## src/acs_pkg.sv

```systemverilog
// shared constants for the converter sequencer
// assumes a byte-wide register map reached over classic wishbone
package acs_pkg;
    // register byte addresses
    localparam logic [4:0] OFS_CTRL_A = 5'h00;
    localparam logic [4:0] OFS_CTRL_B = 5'h04;
    localparam logic [4:0] OFS_SEL    = 5'h08;
    localparam logic [4:0] OFS_RES_LO = 5'h0C;
    localparam logic [4:0] OFS_RES_HI = 5'h10;
    // control a fields
    localparam int BIT_EN    = 7;
    localparam int BIT_START = 6;
    localparam int BIT_AUTO  = 5;
    localparam int BIT_DONE  = 4;
    // control b fields
    localparam int BIT_HS    = 7;
    // input select fields
    localparam int REF_LSB   = 6;
    // trigger source that means free running
    localparam logic [2:0] SRC_FREE = 3'h0;
    // conversion timing in half converter cycles
    localparam logic [5:0] NORM_SAMPLE  = 6'h03;
    localparam logic [5:0] NORM_TOTAL   = 6'h1A;
    localparam logic [5:0] FIRST_SAMPLE = 6'h1B;
    localparam logic [5:0] FIRST_TOTAL  = 6'h32;
    localparam logic [5:0] AUTO_SAMPLE  = 6'h04;
    localparam logic [5:0] AUTO_TOTAL   = 6'h1B;
    localparam logic [5:0] DIFF_SAMPLE  = 6'h05;
    localparam logic [5:0] DIFF_TOTAL   = 6'h1C;
    localparam logic [5:0] LAST_CYCLE   = 6'h02;
    // cpu clock at or below which the prescaler reports an error
    localparam int MIN_CPU_KHZ = 100;

    typedef enum logic [1:0] {ST_IDLE = 2'b00, ST_CONV = 2'b01} acs_state_e;

    // ratio of cpu clock to converter clock; high speed halves it, but never below 2
    function automatic logic [7:0] div_ratio(input logic [2:0] sel, input logic hs);
        logic [7:0] r;
        r = (sel == 3'h0) ? 8'h02 : (8'h01 << sel);
        if (hs && r > 8'h02)
            r = r >> 1;
        return r;
    endfunction : div_ratio

    // channel codes with the top bit set select a differential pair
    function automatic logic is_diff(input logic [4:0] ch);
        return ch[4];
    endfunction : is_diff
endpackage : acs_pkg

```

## src/acs_clk_if.sv

```systemverilog
// carrier between sequencer and prescaler
// assumes one cpu clock for both ends
`timescale 1ns/100ps
interface acs_clk_if;
    logic       enable;
    logic       restart;
    logic [2:0] divide;
    logic       high_speed;
    logic       rise;
    logic       fall;
    logic       half_rate;
    modport seq (output enable, output restart, output divide, output high_speed,
                 input rise, input fall, input half_rate);
    modport pre (input enable, input restart, input divide, input high_speed,
                 output rise, output fall, output half_rate);
endinterface : acs_clk_if

```

## src/acs_prescaler.sv

```systemverilog
// converter clock prescaler: rise and fall enable pulses
// assumes enable and restart come from logic on the cpu clock
`timescale 1ns/100ps
module acs_prescaler #(
    parameter int CPU_KHZ = 50000
) (
    // clock and reset
    input wire logic clk,
    input wire logic rst_n,
    // sequencer side
    acs_clk_if.pre   pc
);
    if (CPU_KHZ <= acs_pkg::MIN_CPU_KHZ)
    begin : g_slow_cpu
        $error("cpu clock too slow for the prescaler");
    end

    logic [7:0] cnt;
    logic       half;
    wire  [7:0] ratio   = acs_pkg::div_ratio(pc.divide, pc.high_speed);
    // a ratio lowered mid-count must not let the counter wrap
    wire        at_rise = (cnt >= ratio - 8'h01);
    wire        at_fall = (cnt == (ratio >> 1) - 8'h01);
    wire        run     = pc.enable && !pc.restart;

    assign pc.rise      = run && at_rise;
    assign pc.fall      = run && at_fall;
    assign pc.half_rate = half;

    always_ff @(posedge clk or negedge rst_n)
    begin
        if (!rst_n)
        begin
            cnt  <= 8'h00;
            half <= 1'b0;
        end
        else if (!run)
        begin
            // held in reset while disabled, restarted on a trigger
            cnt  <= 8'h00;
            half <= 1'b0;
        end
        else
        begin
            cnt  <= at_rise ? 8'h00 : cnt + 8'h01;
            half <= at_rise ? !half : half;
        end
    end
endmodule : acs_prescaler

```

## src/acs_trigger.sv

```systemverilog
// trigger source synchroniser and rising edge detector
// assumes trigger inputs are asynchronous pins
`timescale 1ns/100ps
module acs_trigger (
    // clock and reset
    input  wire logic       clk,
    input  wire logic       rst_n,
    // trigger pins and selection
    input  wire logic [7:0] pins,
    input  wire logic [2:0] source,
    input  wire logic       armed,
    // one cycle pulse, three clocks after the pin edge
    output logic            edge_pulse
);
    logic [7:0] sync1;
    logic [7:0] sync2;
    logic       prev;
    wire        level = sync2[source];

    always_ff @(posedge clk or negedge rst_n)
    begin
        if (!rst_n)
        begin
            sync1      <= 8'h00;
            sync2      <= 8'h00;
            prev       <= 1'b0;
            edge_pulse <= 1'b0;
        end
        else
        begin
            sync1      <= pins;
            sync2      <= sync1;
            prev       <= level;
            edge_pulse <= armed && level && !prev;
        end
    end
endmodule : acs_trigger

```

## src/acs_sequencer.sv

```systemverilog
// converter sequencer top: wishbone registers, timing, selection lock
// assumes the analog front end delivers the result on RESULT at completion
//
// Operation
// - prescaler runs only while converter enabled
// - divide select chooses cpu to converter ratio
// - high speed bit allows faster converter clock
// - software start begins at next converter rise
// - normal conversion lasts 13 converter cycles
// - first conversion after enable lasts 25 cycles
// - sample at 1.5, or 13.5 when first
// - completion writes result, sets done, clears start
// - restarting start begins at next converter rise
// - trigger resets prescaler, samples at 2, 13.5
// - trigger path adds three cpu clock latency
// - free running restarts at once, start stays
// - differential aligned to half rate clock phase
// - user differential: 13 or 14 by phase
// - free running differential restarts take 14 cycles
// - selection staged, copied idle, frozen converting
// - copying resumes in last converter cycle
// - ignore triggers while converting, no level restart
// - start reads one while converting
// - low byte read locks result until high read
`timescale 1ns/100ps
module acs_sequencer #(
    parameter int CPU_KHZ = 50000
) (
    // clock and reset
    input  wire logic        CLOCK,
    input  wire logic        RST_N,
    // wishbone slave
    input  wire logic        WB_CYC_I,
    input  wire logic        WB_STB_I,
    input  wire logic        WB_WE_I,
    input  wire logic [4:0]  WB_ADR_I,
    input  wire logic [3:0]  WB_SEL_I,
    input  wire logic [31:0] WB_DAT_I,
    output logic [31:0]      WB_DAT_O,
    output logic             WB_ACK_O,
    // trigger pins
    input  wire logic [7:0]  TRIGGER_IN,
    // analog front end
    input  wire logic [9:0]  RESULT,
    output logic             SAMPLE_HOLD,
    output logic             CONVERTING,
    output logic             ANALOG_ON,
    output logic             HIGH_SPEED,
    output logic [4:0]       CHANNEL,
    output logic [1:0]       REFERENCE
);
    // reset release
    logic rst_m;
    logic rst_n;
    always_ff @(posedge CLOCK or negedge RST_N)
    begin
        if (!RST_N)
        begin
            rst_m <= 1'b0;
            rst_n <= 1'b0;
        end
        else
        begin
            rst_m <= 1'b1;
            rst_n <= rst_m;
        end
    end

    // software state
    logic       enable;
    logic       auto_trig;
    logic [2:0] divide;
    logic       high_speed;
    logic [2:0] src;
    logic       start_bit;
    logic       done_flag;
    logic [4:0] stage_ch;
    logic [1:0] stage_ref;
    logic [9:0] result;
    logic       locked;

    // conversion state
    acs_pkg::acs_state_e state;
    acs_pkg::acs_state_e next_state;
    logic [5:0] half_cnt;
    logic [5:0] sample_at;
    logic [5:0] total_at;
    logic       first_pend;
    logic       ack;
    logic [31:0] rdata;

    acs_clk_if clk_bus ();

    // bus decode
    wire req     = WB_CYC_I && WB_STB_I && !ack;
    wire wr      = req && WB_WE_I && WB_SEL_I[0];
    wire rd      = req && !WB_WE_I;
    wire [7:0] wd = WB_DAT_I[7:0];
    wire wr_a    = wr && (WB_ADR_I == acs_pkg::OFS_CTRL_A);
    wire wr_b    = wr && (WB_ADR_I == acs_pkg::OFS_CTRL_B);
    wire wr_sel  = wr && (WB_ADR_I == acs_pkg::OFS_SEL);
    wire rd_lo   = rd && (WB_ADR_I == acs_pkg::OFS_RES_LO);
    wire rd_hi   = rd && (WB_ADR_I == acs_pkg::OFS_RES_HI);

    // sequencing decode
    wire busy       = (state == acs_pkg::ST_CONV);
    wire tick       = clk_bus.rise || clk_bus.fall;
    wire free_run   = auto_trig && (src == acs_pkg::SRC_FREE);
    wire diff       = acs_pkg::is_diff(CHANNEL);
    wire trig_edge;
    wire auto_go    = enable && auto_trig && !free_run && !busy && trig_edge;
    wire user_go    = enable && start_bit && !busy && clk_bus.rise;
    wire [5:0] cnt_n = half_cnt + 6'h01;
    wire complete   = busy && tick && (cnt_n == total_at);
    wire restart    = complete && free_run;
    wire go         = user_go || auto_go || restart;
    wire last_cycle = busy && (half_cnt + acs_pkg::LAST_CYCLE >= total_at);
    wire copy_sel   = !busy || last_cycle;
    wire en_next    = wr_a ? wd[acs_pkg::BIT_EN] : enable;

    assign clk_bus.enable     = enable;
    assign clk_bus.restart    = auto_go;
    assign clk_bus.divide     = divide;
    assign clk_bus.high_speed = high_speed;

    acs_prescaler #(
        .CPU_KHZ (CPU_KHZ)
    ) u_pre (
        .clk   (CLOCK),
        .rst_n (rst_n),
        .pc    (clk_bus)
    );

    acs_trigger u_trig (
        .clk        (CLOCK),
        .rst_n      (rst_n),
        .pins       (TRIGGER_IN),
        .source     (src),
        .armed      (enable && auto_trig),
        .edge_pulse (trig_edge)
    );

    // sample and total points chosen when a conversion begins
    logic [5:0] go_sample;
    logic [5:0] go_total;
    always_comb
    begin
        go_sample = acs_pkg::NORM_SAMPLE;
        go_total  = acs_pkg::NORM_TOTAL;
        if (first_pend)
        begin
            go_sample = acs_pkg::FIRST_SAMPLE;
            go_total  = acs_pkg::FIRST_TOTAL;
        end
        else if (auto_go)
        begin
            go_sample = acs_pkg::AUTO_SAMPLE;
            go_total  = acs_pkg::AUTO_TOTAL;
        end
        else if (diff && (restart || clk_bus.half_rate))
        begin
            // restarts land with the half rate clock high
            go_sample = acs_pkg::DIFF_SAMPLE;
            go_total  = acs_pkg::DIFF_TOTAL;
        end
    end

    always_comb
    begin
        next_state = state;
        case (state)
            acs_pkg::ST_IDLE:
                if (go)
                    next_state = acs_pkg::ST_CONV;
            acs_pkg::ST_CONV:
                if (complete && !restart)
                    next_state = acs_pkg::ST_IDLE;
            default:
                next_state = acs_pkg::ST_IDLE;
        endcase
        if (!enable)
            next_state = acs_pkg::ST_IDLE;
    end

    // conversion counter
    always_ff @(posedge CLOCK or negedge rst_n)
    begin
        if (!rst_n)
        begin
            state       <= acs_pkg::ST_IDLE;
            half_cnt    <= 6'h00;
            sample_at   <= acs_pkg::NORM_SAMPLE;
            total_at    <= acs_pkg::NORM_TOTAL;
            first_pend  <= 1'b1;
            SAMPLE_HOLD <= 1'b0;
        end
        else
        begin
            state       <= next_state;
            SAMPLE_HOLD <= busy && tick && (cnt_n == sample_at) && enable;
            if (!enable)
                first_pend <= 1'b1;
            else if (go)
            begin
                half_cnt   <= 6'h00;
                sample_at  <= go_sample;
                total_at   <= go_total;
                first_pend <= 1'b0;
            end
            else if (busy && tick)
                half_cnt <= cnt_n;
        end
    end

    // software bits
    always_ff @(posedge CLOCK or negedge rst_n)
    begin
        if (!rst_n)
        begin
            enable     <= 1'b0;
            auto_trig  <= 1'b0;
            divide     <= 3'h0;
            high_speed <= 1'b0;
            src        <= 3'h0;
            start_bit  <= 1'b0;
            done_flag  <= 1'b0;
            stage_ch   <= 5'h00;
            stage_ref  <= 2'h0;
        end
        else
        begin
            if (wr_a)
            begin
                enable    <= wd[acs_pkg::BIT_EN];
                auto_trig <= wd[acs_pkg::BIT_AUTO];
                divide    <= wd[2:0];
            end
            if (wr_b)
            begin
                high_speed <= wd[acs_pkg::BIT_HS];
                src        <= wd[2:0];
            end
            if (wr_sel)
            begin
                stage_ch  <= wd[4:0];
                stage_ref <= wd[acs_pkg::REF_LSB +: 2];
            end
            if (!en_next)
                start_bit <= 1'b0;
            else if (wr_a && wd[acs_pkg::BIT_START])
                start_bit <= 1'b1;
            else if (complete && !free_run)
                start_bit <= 1'b0;
            else if (user_go)
                start_bit <= 1'b1;
            // a completion in the clearing cycle keeps the flag set
            if (complete)
                done_flag <= 1'b1;
            else if (wr_a && wd[acs_pkg::BIT_DONE])
                done_flag <= 1'b0;
        end
    end

    // active selection and result
    always_ff @(posedge CLOCK or negedge rst_n)
    begin
        if (!rst_n)
        begin
            CHANNEL   <= 5'h00;
            REFERENCE <= 2'h0;
            result    <= 10'h000;
            locked    <= 1'b0;
        end
        else
        begin
            if (copy_sel && enable)
            begin
                CHANNEL   <= stage_ch;
                REFERENCE <= stage_ref;
            end
            if (complete && !locked)
                result <= RESULT;
            if (rd_lo)
                locked <= 1'b1;
            else if (rd_hi)
                locked <= 1'b0;
        end
    end

    // read mux; unmapped addresses read zero
    always_comb
    begin
        rdata = 32'h0000_0000;
        case (WB_ADR_I)
            acs_pkg::OFS_CTRL_A:
                rdata[7:0] = {enable, start_bit || busy, auto_trig,
                              done_flag, 1'b0, divide};
            acs_pkg::OFS_CTRL_B:
                rdata[7:0] = {high_speed, 4'h0, src};
            acs_pkg::OFS_SEL:
                rdata[7:0] = {stage_ref, 1'b0, stage_ch};
            acs_pkg::OFS_RES_LO:
                rdata[7:0] = result[7:0];
            acs_pkg::OFS_RES_HI:
                rdata[7:0] = {6'h00, result[9:8]};
            default:
                rdata = 32'h0000_0000;
        endcase
    end

    // one wait state answer, every address acknowledged
    always_ff @(posedge CLOCK or negedge rst_n)
    begin
        if (!rst_n)
        begin
            ack      <= 1'b0;
            WB_DAT_O <= 32'h0000_0000;
        end
        else
        begin
            ack      <= req;
            WB_DAT_O <= rd ? rdata : 32'h0000_0000;
        end
    end

    assign WB_ACK_O   = ack;
    assign CONVERTING = busy;
    assign ANALOG_ON  = enable;
    assign HIGH_SPEED = high_speed;
endmodule : acs_sequencer

```

## config.mk

```make
export PLATFORM = sky130hd
export DESIGN_NAME = acs_sequencer
export DESIGN_NICKNAME = d
export VERILOG_FILES = /design/src/acs_pkg.sv /design/src/acs_clk_if.sv /design/src/acs_prescaler.sv /design/src/acs_trigger.sv /design/src/acs_sequencer.sv
export SDC_FILE = /design/constraint.sdc
export NUM_CORES = 1
export LEC_CHECK = 0
export ABC_AREA = 0
export ABC_CLOCK_PERIOD_IN_PS = 2670
export BUFFER_PORTS_ARGS = -buffer_cell sky130_fd_sc_hd__clkbuf_2
export CAP_MARGIN = 15
export CORE_AREA = 2 2 121 123
export CTS_CLUSTER_DIAMETER = 150
export CTS_CLUSTER_SIZE = 28
export DETAILED_ROUTE_END_ITERATION = 6
export DIE_AREA = 0 0 123 125
export PLACE_DENSITY = 0.55
export SYNTH_ARGS = -nofsm -noshare
export SYNTH_HDL_FRONTEND = slang
export SYNTH_SLANG_ARGS = --single-unit
```

## constraint.sdc

```tcl
create_clock -name CLOCK -period 2.67 [get_ports CLOCK]
set_clock_uncertainty 0.1 [all_clocks]
set_input_delay 0.534 -clock CLOCK [delete_from_list [all_inputs] [get_ports CLOCK]]
set_output_delay 0.534 -clock CLOCK [all_outputs]
set_load 0.02 [all_outputs]
```

==> impl_results.md, run 1 <==
- Switching Share: 26.4%
- Clock Power Share: 42.1%
- Clk sinks: 91
- Final Wtd Congestion: a little over 0.8
- Sequential Power Share: 47.5%
- 1st-pass router iterations: 4
- LEAKAGE: 3.12 nW
- Final setup violating endpoints: 38
- Initial antenna violation count: 0
- Post-Syn Area per Cell: 10.9 um^2
- Die Width: about 120 um
- Vias/cell: 4.90
- Ys Warns: 0
- Reg clk slew, reported paths: 0.07 ns
- Total power: just over 3 mW
- DP Area: 5770 um^2
- Residual DRC: 0
- Drt wl/cell: 15.3 um
- GRT Util Overall: 15.9%
- Die area: 15400 um^2
- Post-Syn Instances: 441
- Register area share after synthesis: 47.5%
- Fin crit share: 149%
- Worst Path Required: 2.85 ns
- Dpl ws: -1.46 ns
- Data arrival time of the worst path: 4.15 ns
- Largest net degree at the start of global routing: 47
- I/O pin cnt: roughly 110
- Worst-Skew Late Latency: 0.34 ns
- RSZ-0062 raised after global routing: yes
- P&R area growth vs syn: 35.5%
- Initial Util: roughly a third
- Core Area: 14200 um^2
- Inserted Diodes: 0
- Final-report hold violation count: 0
- Iteration-0 DRC Markers: 144
- First-pass GRT wire length: slightly below 20000 um
- # port buffers: 56
- Nets: 663
- Worst vdd ir: 0.321 mV
- Register bit total from synthesis: 91
- Clock root cell: clkbuf_16
- WS Path Type: reg2reg
- NetSw: around 0.8 mW
- Number of enable flip-flop cells after synthesis: 0
- Most common library cell in the layout ignoring fill and taps: dfrtp_1
- Fin. max-slew vios: 0
- Slew @ Worst Pin: between 0.6 and 0.7 ns
- H-tree levels: 3
- FMAX: 0.252 GHz
- Failing checks: negative setup slack
- Vias: around 3800
- Netlist cell types: 64
- Most frequent cells in the layout: dfrtp_1 (84), buf_4 (68), clkbuf_2 (56)
- Slew Limit Headroom: 57.7%
- PD cells: roughly 470 nW/um^2
- CTS tree: done
- Final Instance Count excl. Fillers: between 700 and 800
- Setup WS post-layout: -1.30 ns
- Outcome: complete, but fails checks
- Max_cap viols: 0
- Grt ovf: 0
- Internal power: 2.23 mW
- Finished Cell Area: around 6500 um^2
- Post-route ant nets: 0
- Final worst path period need: between 3 and 4 ns
- Fraction of registers with async set/reset: 100%
- Die height: 125 um
- Dpl hpwl: 8360 um
- Hold slack: 0.193 ns
- Share of cells above drive strength 1: between 40 and 50%
- Logic gate share of total power: 10.4%
- CP Launch Type: register
- Core Util, Final: 45.9%
- Total negative slack: -41.41 ns
- Worst Hold Class: in2reg
- Aggregate routed wire length: about 12000 um
- Vias in the first global route: 3808
- Inst Count DP: 731
- TritonCTS Buffers: 9
- CTS max path bufs: 2
- Std cell rows: 44
- Post-Synthesis Cell Area: 4810 um^2
- CP Capture Type: register
- Ys flop type: dfrtp_1
- CP max FO: 6
==> kinds of logic after synthesis <==
logic type               after synthesis  synth area share, %
AND/OR/NAND/NOR                      138                 15.8
other                                  2                0.156
flip-flops                            91                 47.5
multiplexers                          41                 10.9
XOR/XNOR                              28                 5.39
AO/OA/AOI/OAI                         66                 9.03
buffers and inverters                 56                 6.27
adder cells (fa/ha/maj)               19                 4.94
==> path summary, 6_finish.rpt <==
check,start,to,slack (ns),cells past startpoint
min,TRIGGER_IN[7],u_trig.sync1[7]$_DFF_PN0_,0.19,1
max in group asynchronous,rst_n$_DFF_PN0_,src[1]$_DFFE_PN0P_,1.57,1
min reg2reg,u_trig.sync1[2]$_DFF_PN0_,u_trig.sync2[2]$_DFF_PN0_,0.25,0
max reg2reg,HIGH_SPEED$_DFFE_PN0P_,half_cnt[3]$_DFFE_PN0P_,-1.30,17
min in group asynchronous,rst_n$_DFF_PN0_,WB_ACK_O$_DFF_PN0_,0.26,0
max,HIGH_SPEED$_DFFE_PN0P_,half_cnt[3]$_DFFE_PN0P_,-1.30,17
==> state kept, by name, indices dropped and copies added, names as in the netlist, 2 cells and up <==
signal	count
stage_ref	2
u_pre.cnt	8
CHANNEL	5
REFERENCE	2
half_cnt	6
clk_bus.divide	3
sample_at	4
u_trig.sync1	8
WB_DAT_O	8
result	10
stage_ch	5
u_trig.sync2	8
total_at	4
src	3
==> layer usage <==
layer | routed length, um | global-route usage (%)
met1 | 5320 | 21.9
met2 | 5750 | 25.3
met3 | 494 | 3.70
met4 | 229 | 4.14
met5 | 0 | 0
==> layout make-up <==
cell class                      count  area, um^2
Timing Repair Buffer              140         996
Fill cell                        1319        7680
Tap cell                          184         230
Sequential cell                    91        2290
Inverter                           18        67.6
Clock buffer                       10         239
Clock inverter                      6        52.6
Multi-Input combinational cell    320        2650
==> synth_stat cells (2+ instances only) <==
cell type   n  area [um^2]
or4b_2      2         20.0
a2111oi_0   2         17.5
inv_1      18         67.6
clkbuf_1   11         41.3
nand3b_1    8         60.1
mux2i_1     3         30.0
mux4_2      6          135
a21boi_0    2         15.0
a22oi_1     3         22.5
ha_1       19          238
buf_4      24          180
or3_1       4         25.0
or2_2       3         18.8
a211oi_1    2         15.0
nor2_1     22         82.6
o21a_1      2         15.0
dfrtp_1    86         2150
a21o_1      4         30.0
nor4_1      2         12.5
nand2_1    36          135
conb_1      2         7.51
xor2_1     14          123
and3_1      4         25.0
dfstp_2     5          131
o21ai_0    12         60.1
nand4_1     5         31.3
nor3_1      5         25.0
a21oi_1    21          105
or3b_2      2         17.5
nand2b_1    6         37.5
buf_1       2         7.51
mux2_2     31          349
or4_1       6         45.0
nand3_1    14         70.1
a31oi_1     2         12.5
xnor2_1    13          114
nor2b_1    10         62.6
o211ai_1    2         15.0
==> critical path, cell delays in order, from the launching register on <==
cell and delay [ns]:
dfrtp_2 0.44, nor2b_4 0.14, or2_4 0.24, nand3b_1 0.22
ha_4 0.20, or2_4 0.23, a32o_2 0.22, or3_4 0.34
ha_4 0.28, inv_2 0.03, o21ai_2 0.11, a41oi_2 0.07
nor3_4 0.31, a21oi_4 0.09, buf_6 0.13, buf_6 0.12
or4_4 0.48, a21oi_2 0.14
==> timing repair <==
action	CTS	global route
gates cloned	1	0
hold buffers	1	0
pin swaps	14	26
endpoints found under the setup margin	38	42
buffers inserted	14	9
resized for setup	27	39
hold endpoints to repair	2	0
==> power groups by stage <==
stage / clock network (mW) / logic, mW / registers (mW)
3_3_place_gp: 0 / 0.279 / 1.47
2_1_floorplan: 0 / 0.181 / 1.48
3_5_place_dp: 0 / 0.286 / 1.47
6_report: 1.28 / 0.314 / 1.44
5_1_grt: 1.36 / 0.345 / 1.45
4_1_cts: 1.30 / 0.302 / 1.44
No activity file was read; power rests on OpenSTA's default activity.
==> run 2, diff against run 1 <==
SKIP_LAST_GASP = 1   (was not set)
==> impl_results.md, run 2 (same netlist as run 1, synthesis figures left out) <==
- Clock Power Share: 42.1% (about the same)
- Final setup violating endpoints: 38 (unchanged)
- Most common library cell in the layout ignoring fill and taps: dfrtp_1
- GRT Util Overall: 15.9% (unchanged)
- Post-route ant nets: 0 (unchanged)
- Logic gate share of total power: 10.3% (about the same)
- Total power: 3.04 mW (about the same)
- CP Launch Type: register
- Initial Util: 33.9% (unchanged)
- RSZ-0062 raised after global routing: yes
- Internal power: 2.23 mW (about the same)
- Share of cells above drive strength 1: 44.1% (unchanged)
- Dpl hpwl: 8360 um (unchanged)
- Drt wl/cell: 15.3 um (-0.20%)
- H-tree levels: 3 (unchanged)
- Nets: 663 (unchanged)
- Fin. max-slew vios: 0 (unchanged)
- Initial antenna violation count: 0 (unchanged)
- Multi-input gate area: 2620 um^2 (-1.1%)
- CTS max path bufs: 2 (unchanged)
- Worst Path Required: 2.85 ns (about the same)
- First-pass GRT wire length: 19300 um (unchanged)
- I/O pin cnt: 108 (unchanged)
- Total negative slack: -41.69 ns (-0.278 ns)
- Worst Hold Class: in2reg
- Final Wtd Congestion: 0.830 (unchanged)
- Worst vdd ir: 0.321 mV (-0.13%)
- WS Path Type: reg2reg
- Data arrival time of the worst path: 4.16 ns (about the same)
- Vias in the first global route: 3808 (unchanged)
- Reg clk slew, reported paths: 0.07 ns (about the same)
- Grt ovf: 0 (unchanged)
- CP Capture Type: register
- # port buffers: 56 (unchanged)
- P&R area growth vs syn: 34.8%
- Failing checks: negative setup slack
- Reg with most FFs: result
- Final worst path period need: 3.97 ns (+0.00386 ns)
- Final Instance Count excl. Fillers: 769 (unchanged)
- PD cells: 469 nW/um^2 (+0.61%)
- Residual DRC: 0 (unchanged)
- Vias/cell: 4.90 (unchanged)
- Std cell rows: 44 (unchanged)
- Core Area: 14200 um^2 (unchanged)
- Inst Count DP: 731 (unchanged)
- Iteration-0 DRC Markers: 179 (+24%)
- Core Util, Final: 45.6% (-0.26 points)
- Dpl ws: -1.46 ns (unchanged)
- TritonCTS Buffers: 9 (unchanged)
- Max_cap viols: 0 (unchanged)
- 1st-pass router iterations: 4 (unchanged)
- Register Area: 2290 um^2 (unchanged)
- NetSw: 0.804 mW (+0.21%)
- R2r setup slk: -1.30 ns (about the same)
- Most frequent cells in the layout: dfrtp_1 (84), buf_4 (70), clkbuf_2 (56)
- Slew Limit Headroom: 57.7% (+0.062 points)
- Inserted Diodes: 0 (unchanged)
- Final-report hold violation count: 0 (unchanged)
- Slew @ Worst Pin: 0.634 ns (-0.000933 ns)
- Largest net degree at the start of global routing: 47 (unchanged)
- Switching Share: 26.5% (+0.047 points)
- Fillers: 1329 (+0.76%)
- Worst-Skew Late Latency: 0.35 ns (about the same)
- Clk sinks: 91 (unchanged)
- Setup WS post-layout: -1.30 ns (-0.00386 ns)
- Fin crit share: 149% (about the same)
- Vias: 3766 (unchanged)
- LEAKAGE: 3.11 nW (-0.35%)
- CTS tree: done
- Number of flip-flops in the largest register: 10 (unchanged)
- Clock root cell: clkbuf_16
- Sequential Power Share: 47.5% (about the same)
- Outcome: complete, but fails checks
- FMAX: 0.252 GHz (about the same)
- Aggregate routed wire length: 11800 um (-0.20%)
- CP max FO: 6 (unchanged)
- Die height: 125 um (unchanged)
- Die Width: 123 um (unchanged)
- Die area: 15400 um^2 (unchanged)
==> run 2: worst max-delay path, cell delays in order, from the launching register on <==
cell      delay (ns)
dfrtp_2         0.44
nor2b_4         0.14
or2_4           0.24
nand3b_1        0.22
ha_4            0.20
or2_4           0.23
a32o_2          0.22
or3_4           0.34
ha_4            0.28
inv_2           0.03
o21ai_2         0.11
a41oi_2         0.07
nor3_4          0.31
a21oi_4         0.09
buf_6           0.13
buf_6           0.12
or4_4           0.48
a21oi_2         0.14
==> run 2: final timing paths <==
path | from | endpoint | cells past startpoint
setup / recovery | HIGH_SPEED$_DFFE_PN0P_ | half_cnt[3]$_DFFE_PN0P_ | 17
hold / removal | TRIGGER_IN[7] | u_trig.sync1[7]$_DFF_PN0_ | 1
setup reg to reg | HIGH_SPEED$_DFFE_PN0P_ | half_cnt[3]$_DFFE_PN0P_ | 17
hold reg to reg | rst_n$_DFF_PN0_ | WB_ACK_O$_DFF_PN0_ | 0
max in group asynchronous | rst_n$_DFF_PN0_ | src[1]$_DFFE_PN0P_ | 1
min in group asynchronous | rst_n$_DFF_PN0_ | WB_ACK_O$_DFF_PN0_ | 0
==> run 2: what timing repair did <==
| item | 4_1_cts | 5_1_grt |
|---|---|---|
| cloned | 1 | 0 |
| setup buffers | 14 | 9 |
| hold buffers | 1 | 0 |
| gates resized for setup | 27 | 29 |
| hold endpoints to repair | 2 | 0 |
| pin swaps | 14 | 25 |
| endpoints found under the setup margin | 38 | 42 |
==> run 2: layer usage <==
layer	wire (um)	GRT usage (%)	vias to the layer above
met5	0	0	-
met4	234	4.14	0
met3	561	3.70	23
li1	-	-	1788
met2	5730	25.3	109
met1	5260	21.9	1846
==> run 2: power groups by stage <==
stage / clock network (mW) / logic (mW) / registers, mW
floorplan: 0 / 0.181 / 1.48
detailed placement: 0 / 0.286 / 1.47
CTS: 1.30 / 0.302 / 1.44
global route: 1.36 / 0.344 / 1.45
finish: 1.28 / 0.314 / 1.44
global placement: 0 / 0.279 / 1.47
==> run 2: area by class of cell <==
type	instances	area share (%)
clock inverter	6	0.811
multi-input combinational	320	40.3
inverter	18	1.04
clock buffer	10	3.69
sequential	91	35.3
tap	184	3.55
timing repair buffer	140	15.3
==> run 2: metrics by stage <==
step / hold WS (ns) / instance area [um^2]
global placement: 0.223 / 5770
detailed placement: 0.225 / 5770
finish: 0.189 / 6480
global route: 0.175 / 6480
CTS: 0.185 / 6300
floorplan: 0.138 / 5010
==> run 3, diff against run 2 <==
SETUP_SLACK_MARGIN = 0.2   (was not set)
==> impl_results.md, run 3 (same netlist as run 1, synthesis figures left out) <==
- H-tree levels: 3 (unchanged)
- 1st-pass router iterations: 4 (unchanged)
- GRT Util Overall: 16.0% (+0.029 points)
- Register Area: 2290 um^2 (about the same)
- I/O pin cnt: 108 (unchanged)
- Clock Power Share: 42.1% (about the same)
- Core Area: 14200 um^2 (unchanged)
- Iteration-0 DRC Markers: 136 (-24%)
- DP Area: 5770 um^2 (unchanged)
- Final worst path period need: 3.95 ns (-0.0218 ns)
- Share of cells above drive strength 1: 43.5% (-0.59 points)
- Slowest CP cell: or4_4
- WS Path Type: reg2reg
- Grt ovf: 0 (unchanged)
- Vias in the first global route: 3825 (+0.45%)
- Outcome: complete, but fails checks
- Inserted Diodes: 0 (unchanged)
- NetSw: 0.801 mW (-0.32%)
- Switching Share: 26.4% (-0.068 points)
- # port buffers: 56 (unchanged)
- LEAKAGE: 3.11 nW (about the same)
- Hold slack: 0.193 ns (+0.00418 ns)
- Slew @ Worst Pin: 0.634 ns (-0.000342 ns)
- Multi-input gate area: 2570 um^2 (-1.6%)
- FMAX: 0.253 GHz (+0.55%)
- CP Cell Sequence: nor2b_4, or2_4, nand3b_1, ha_4, or2_4, a32o_2, or3_4, ha_4, inv_2, o21ai_2, a41oi_2, nor3_4, a21oi_4, buf_6, buf_6, or4_4, a21oi_2
- CP Launch Type: register
- Reg clk slew, reported paths: 0.07 ns (about the same)
- Initial antenna violation count: 0 (unchanged)
- Slew Limit Headroom: 57.8% (about the same)
- Worst-Skew Late Latency: 0.34 ns (about the same)
- Initial Util: 33.9% (unchanged)
- First-pass GRT wire length: 19400 um (+0.39%)
- Largest net degree at the start of global routing: 47 (unchanged)
- Worst Hold Class: in2reg
- RR Startpoint: HIGH_SPEED$_DFFE_PN0P_
- CP peak stage delay: 0.48 ns (about the same)
- Final Instance Count excl. Fillers: 770 (+0.13%)
- Dpl ws: -1.46 ns (unchanged)
- Sequential Power Share: 47.5% (about the same)
- TritonCTS Buffers: 9 (unchanged)
- Delay-heaviest family, CP: simple AND/OR/NAND/NOR gates
- Std cell rows: 44 (unchanged)
- Most frequent cells in the layout: dfrtp_1 (83), buf_4 (71), clkbuf_2 (56)
- Logic gate share of total power: 10.4% (about the same)
- Fin crit share: 148% (-0.82 points)
- Final-report hold violation count: 0 (unchanged)
- Clock root cell: clkbuf_16
- Fin. max-slew vios: 0 (unchanged)
- Drt wl/cell: 15.3 um (about the same)
- Final Wtd Congestion: 0.830 (unchanged)
- Die height: 125 um (unchanged)
- R2r setup slk: -1.28 ns (+0.02 ns)
- Aggregate routed wire length: 11800 um (about the same)
- Worst vdd ir: 0.321 mV (+0.21%)
- Clk sinks: 91 (unchanged)
- Min-delay src: TRIGGER_IN[7]
- CTS tree: done
- Max_cap viols: 0 (unchanged)
- Failing checks: negative setup slack
- Fillers: 1335 (+0.45%)
- Data arrival time of the worst path: 4.13 ns (-0.03 ns)
- P&R area growth vs syn: 34.1%
- Dpl hpwl: 8360 um (unchanged)
- Core Util, Final: 45.4% (-0.23 points)
- R2R depth: 17 (unchanged)
- Worst Path Required: 2.85 ns (about the same)
- Vias: 3766 (unchanged)
- Die area: 15400 um^2 (unchanged)
- RR Endpoint: half_cnt[3]$_DFFE_PN0P_
- Number of flip-flops in the largest register: 10 (unchanged)
- Most common library cell in the layout ignoring fill and taps: dfrtp_1
- Total power: 3.03 mW (about the same)
- Buf/Inv on CP: 3 (unchanged)
- Inst Count DP: 731 (unchanged)
- RSZ-0062 raised after global routing: yes
- Die Width: 123 um (unchanged)
- CTS max path bufs: 2 (unchanged)
- Finished Cell Area: 6450 um^2 (-0.50%)
- CP max FO: 6 (unchanged)
- Worst Hold Depth: 1 (unchanged)
- Residual DRC: 0 (unchanged)
- Final setup violating endpoints: 38 (unchanged)
- Total negative slack: -42.85 ns (-1.16 ns)
- CP Capture Type: register
- Vias/cell: 4.89 (-0.13%)
- PD cells: 471 nW/um^2 (+0.44%)
- Internal power: 2.23 mW (about the same)
- Nets: 664 (+0.15%)
- Post-route ant nets: 0 (unchanged)
- Worst Hold End: u_trig.sync1[7]$_DFF_PN0_
- Setup WS post-layout: -1.28 ns (+0.0218 ns)
- Reg with most FFs: result
[run 3: worst max path at each step]
stage | from | to | slack (ns) | depth (start not counted)
after global routing | HIGH_SPEED$_DFFE_PN0P_ | half_cnt[3]$_DFFE_PN0P_ | -1.42 | 17
final | HIGH_SPEED$_DFFE_PN0P_ | half_cnt[3]$_DFFE_PN0P_ | -1.28 | 17
after detailed placement | clk_bus.divide[0]$_DFFE_PN0P_ | result[8]$_DFFE_PN0P_ | -1.46 | 15
after global placement | clk_bus.divide[0]$_DFFE_PN0P_ | result[6]$_DFFE_PN0P_ | -1.35 | 15
after CTS | HIGH_SPEED$_DFFE_PN0P_ | result[5]$_DFFE_PN0P_ | -1.26 | 16
after floorplan | HIGH_SPEED$_DFFE_PN0P_ | result[1]$_DFFE_PN0P_ | -1.33 | 15
[run 3: power groups by stage]
| stage | logic, mW | registers (mW) | clock network (mW) |
|---|---|---|---|
| after floorplan | 0.181 | 1.48 | 0 |
| after global placement | 0.279 | 1.47 | 0 |
| after detailed placement | 0.286 | 1.47 | 0 |
| after CTS | 0.302 | 1.44 | 1.30 |
| after global routing | 0.345 | 1.45 | 1.36 |
| final | 0.314 | 1.44 | 1.28 |
[run 3: area by class of cell]
type	count	share of cell area, %
clock buffers	10	3.71
well taps	184	3.57
inverters	18	1.05
clock inverters	6	0.815
multi-input cells	320	39.9
flip-flops and latches	91	35.5
repair buffers	141	15.4
[run 3: metal layers]
layer,routed length (um),global-route usage [%],up-vias
met2,5810,25.5,115
met1,5250,22.0,1839
met5,0,0,-
met4,227,5.55,0
li1,-,-,1794
met3,500,2.46,18
[run 3: what timing repair did]
item / in CTS / in global routing
pin swaps: 13 / 23
gates resized for setup: 27 / 24
setup endpoints to repair: 45 / 45
hold buffers: 1 / 0
setup buffers: 14 / 7
gates cloned: 1 / 0
hold endpoints to repair: 2 / 0
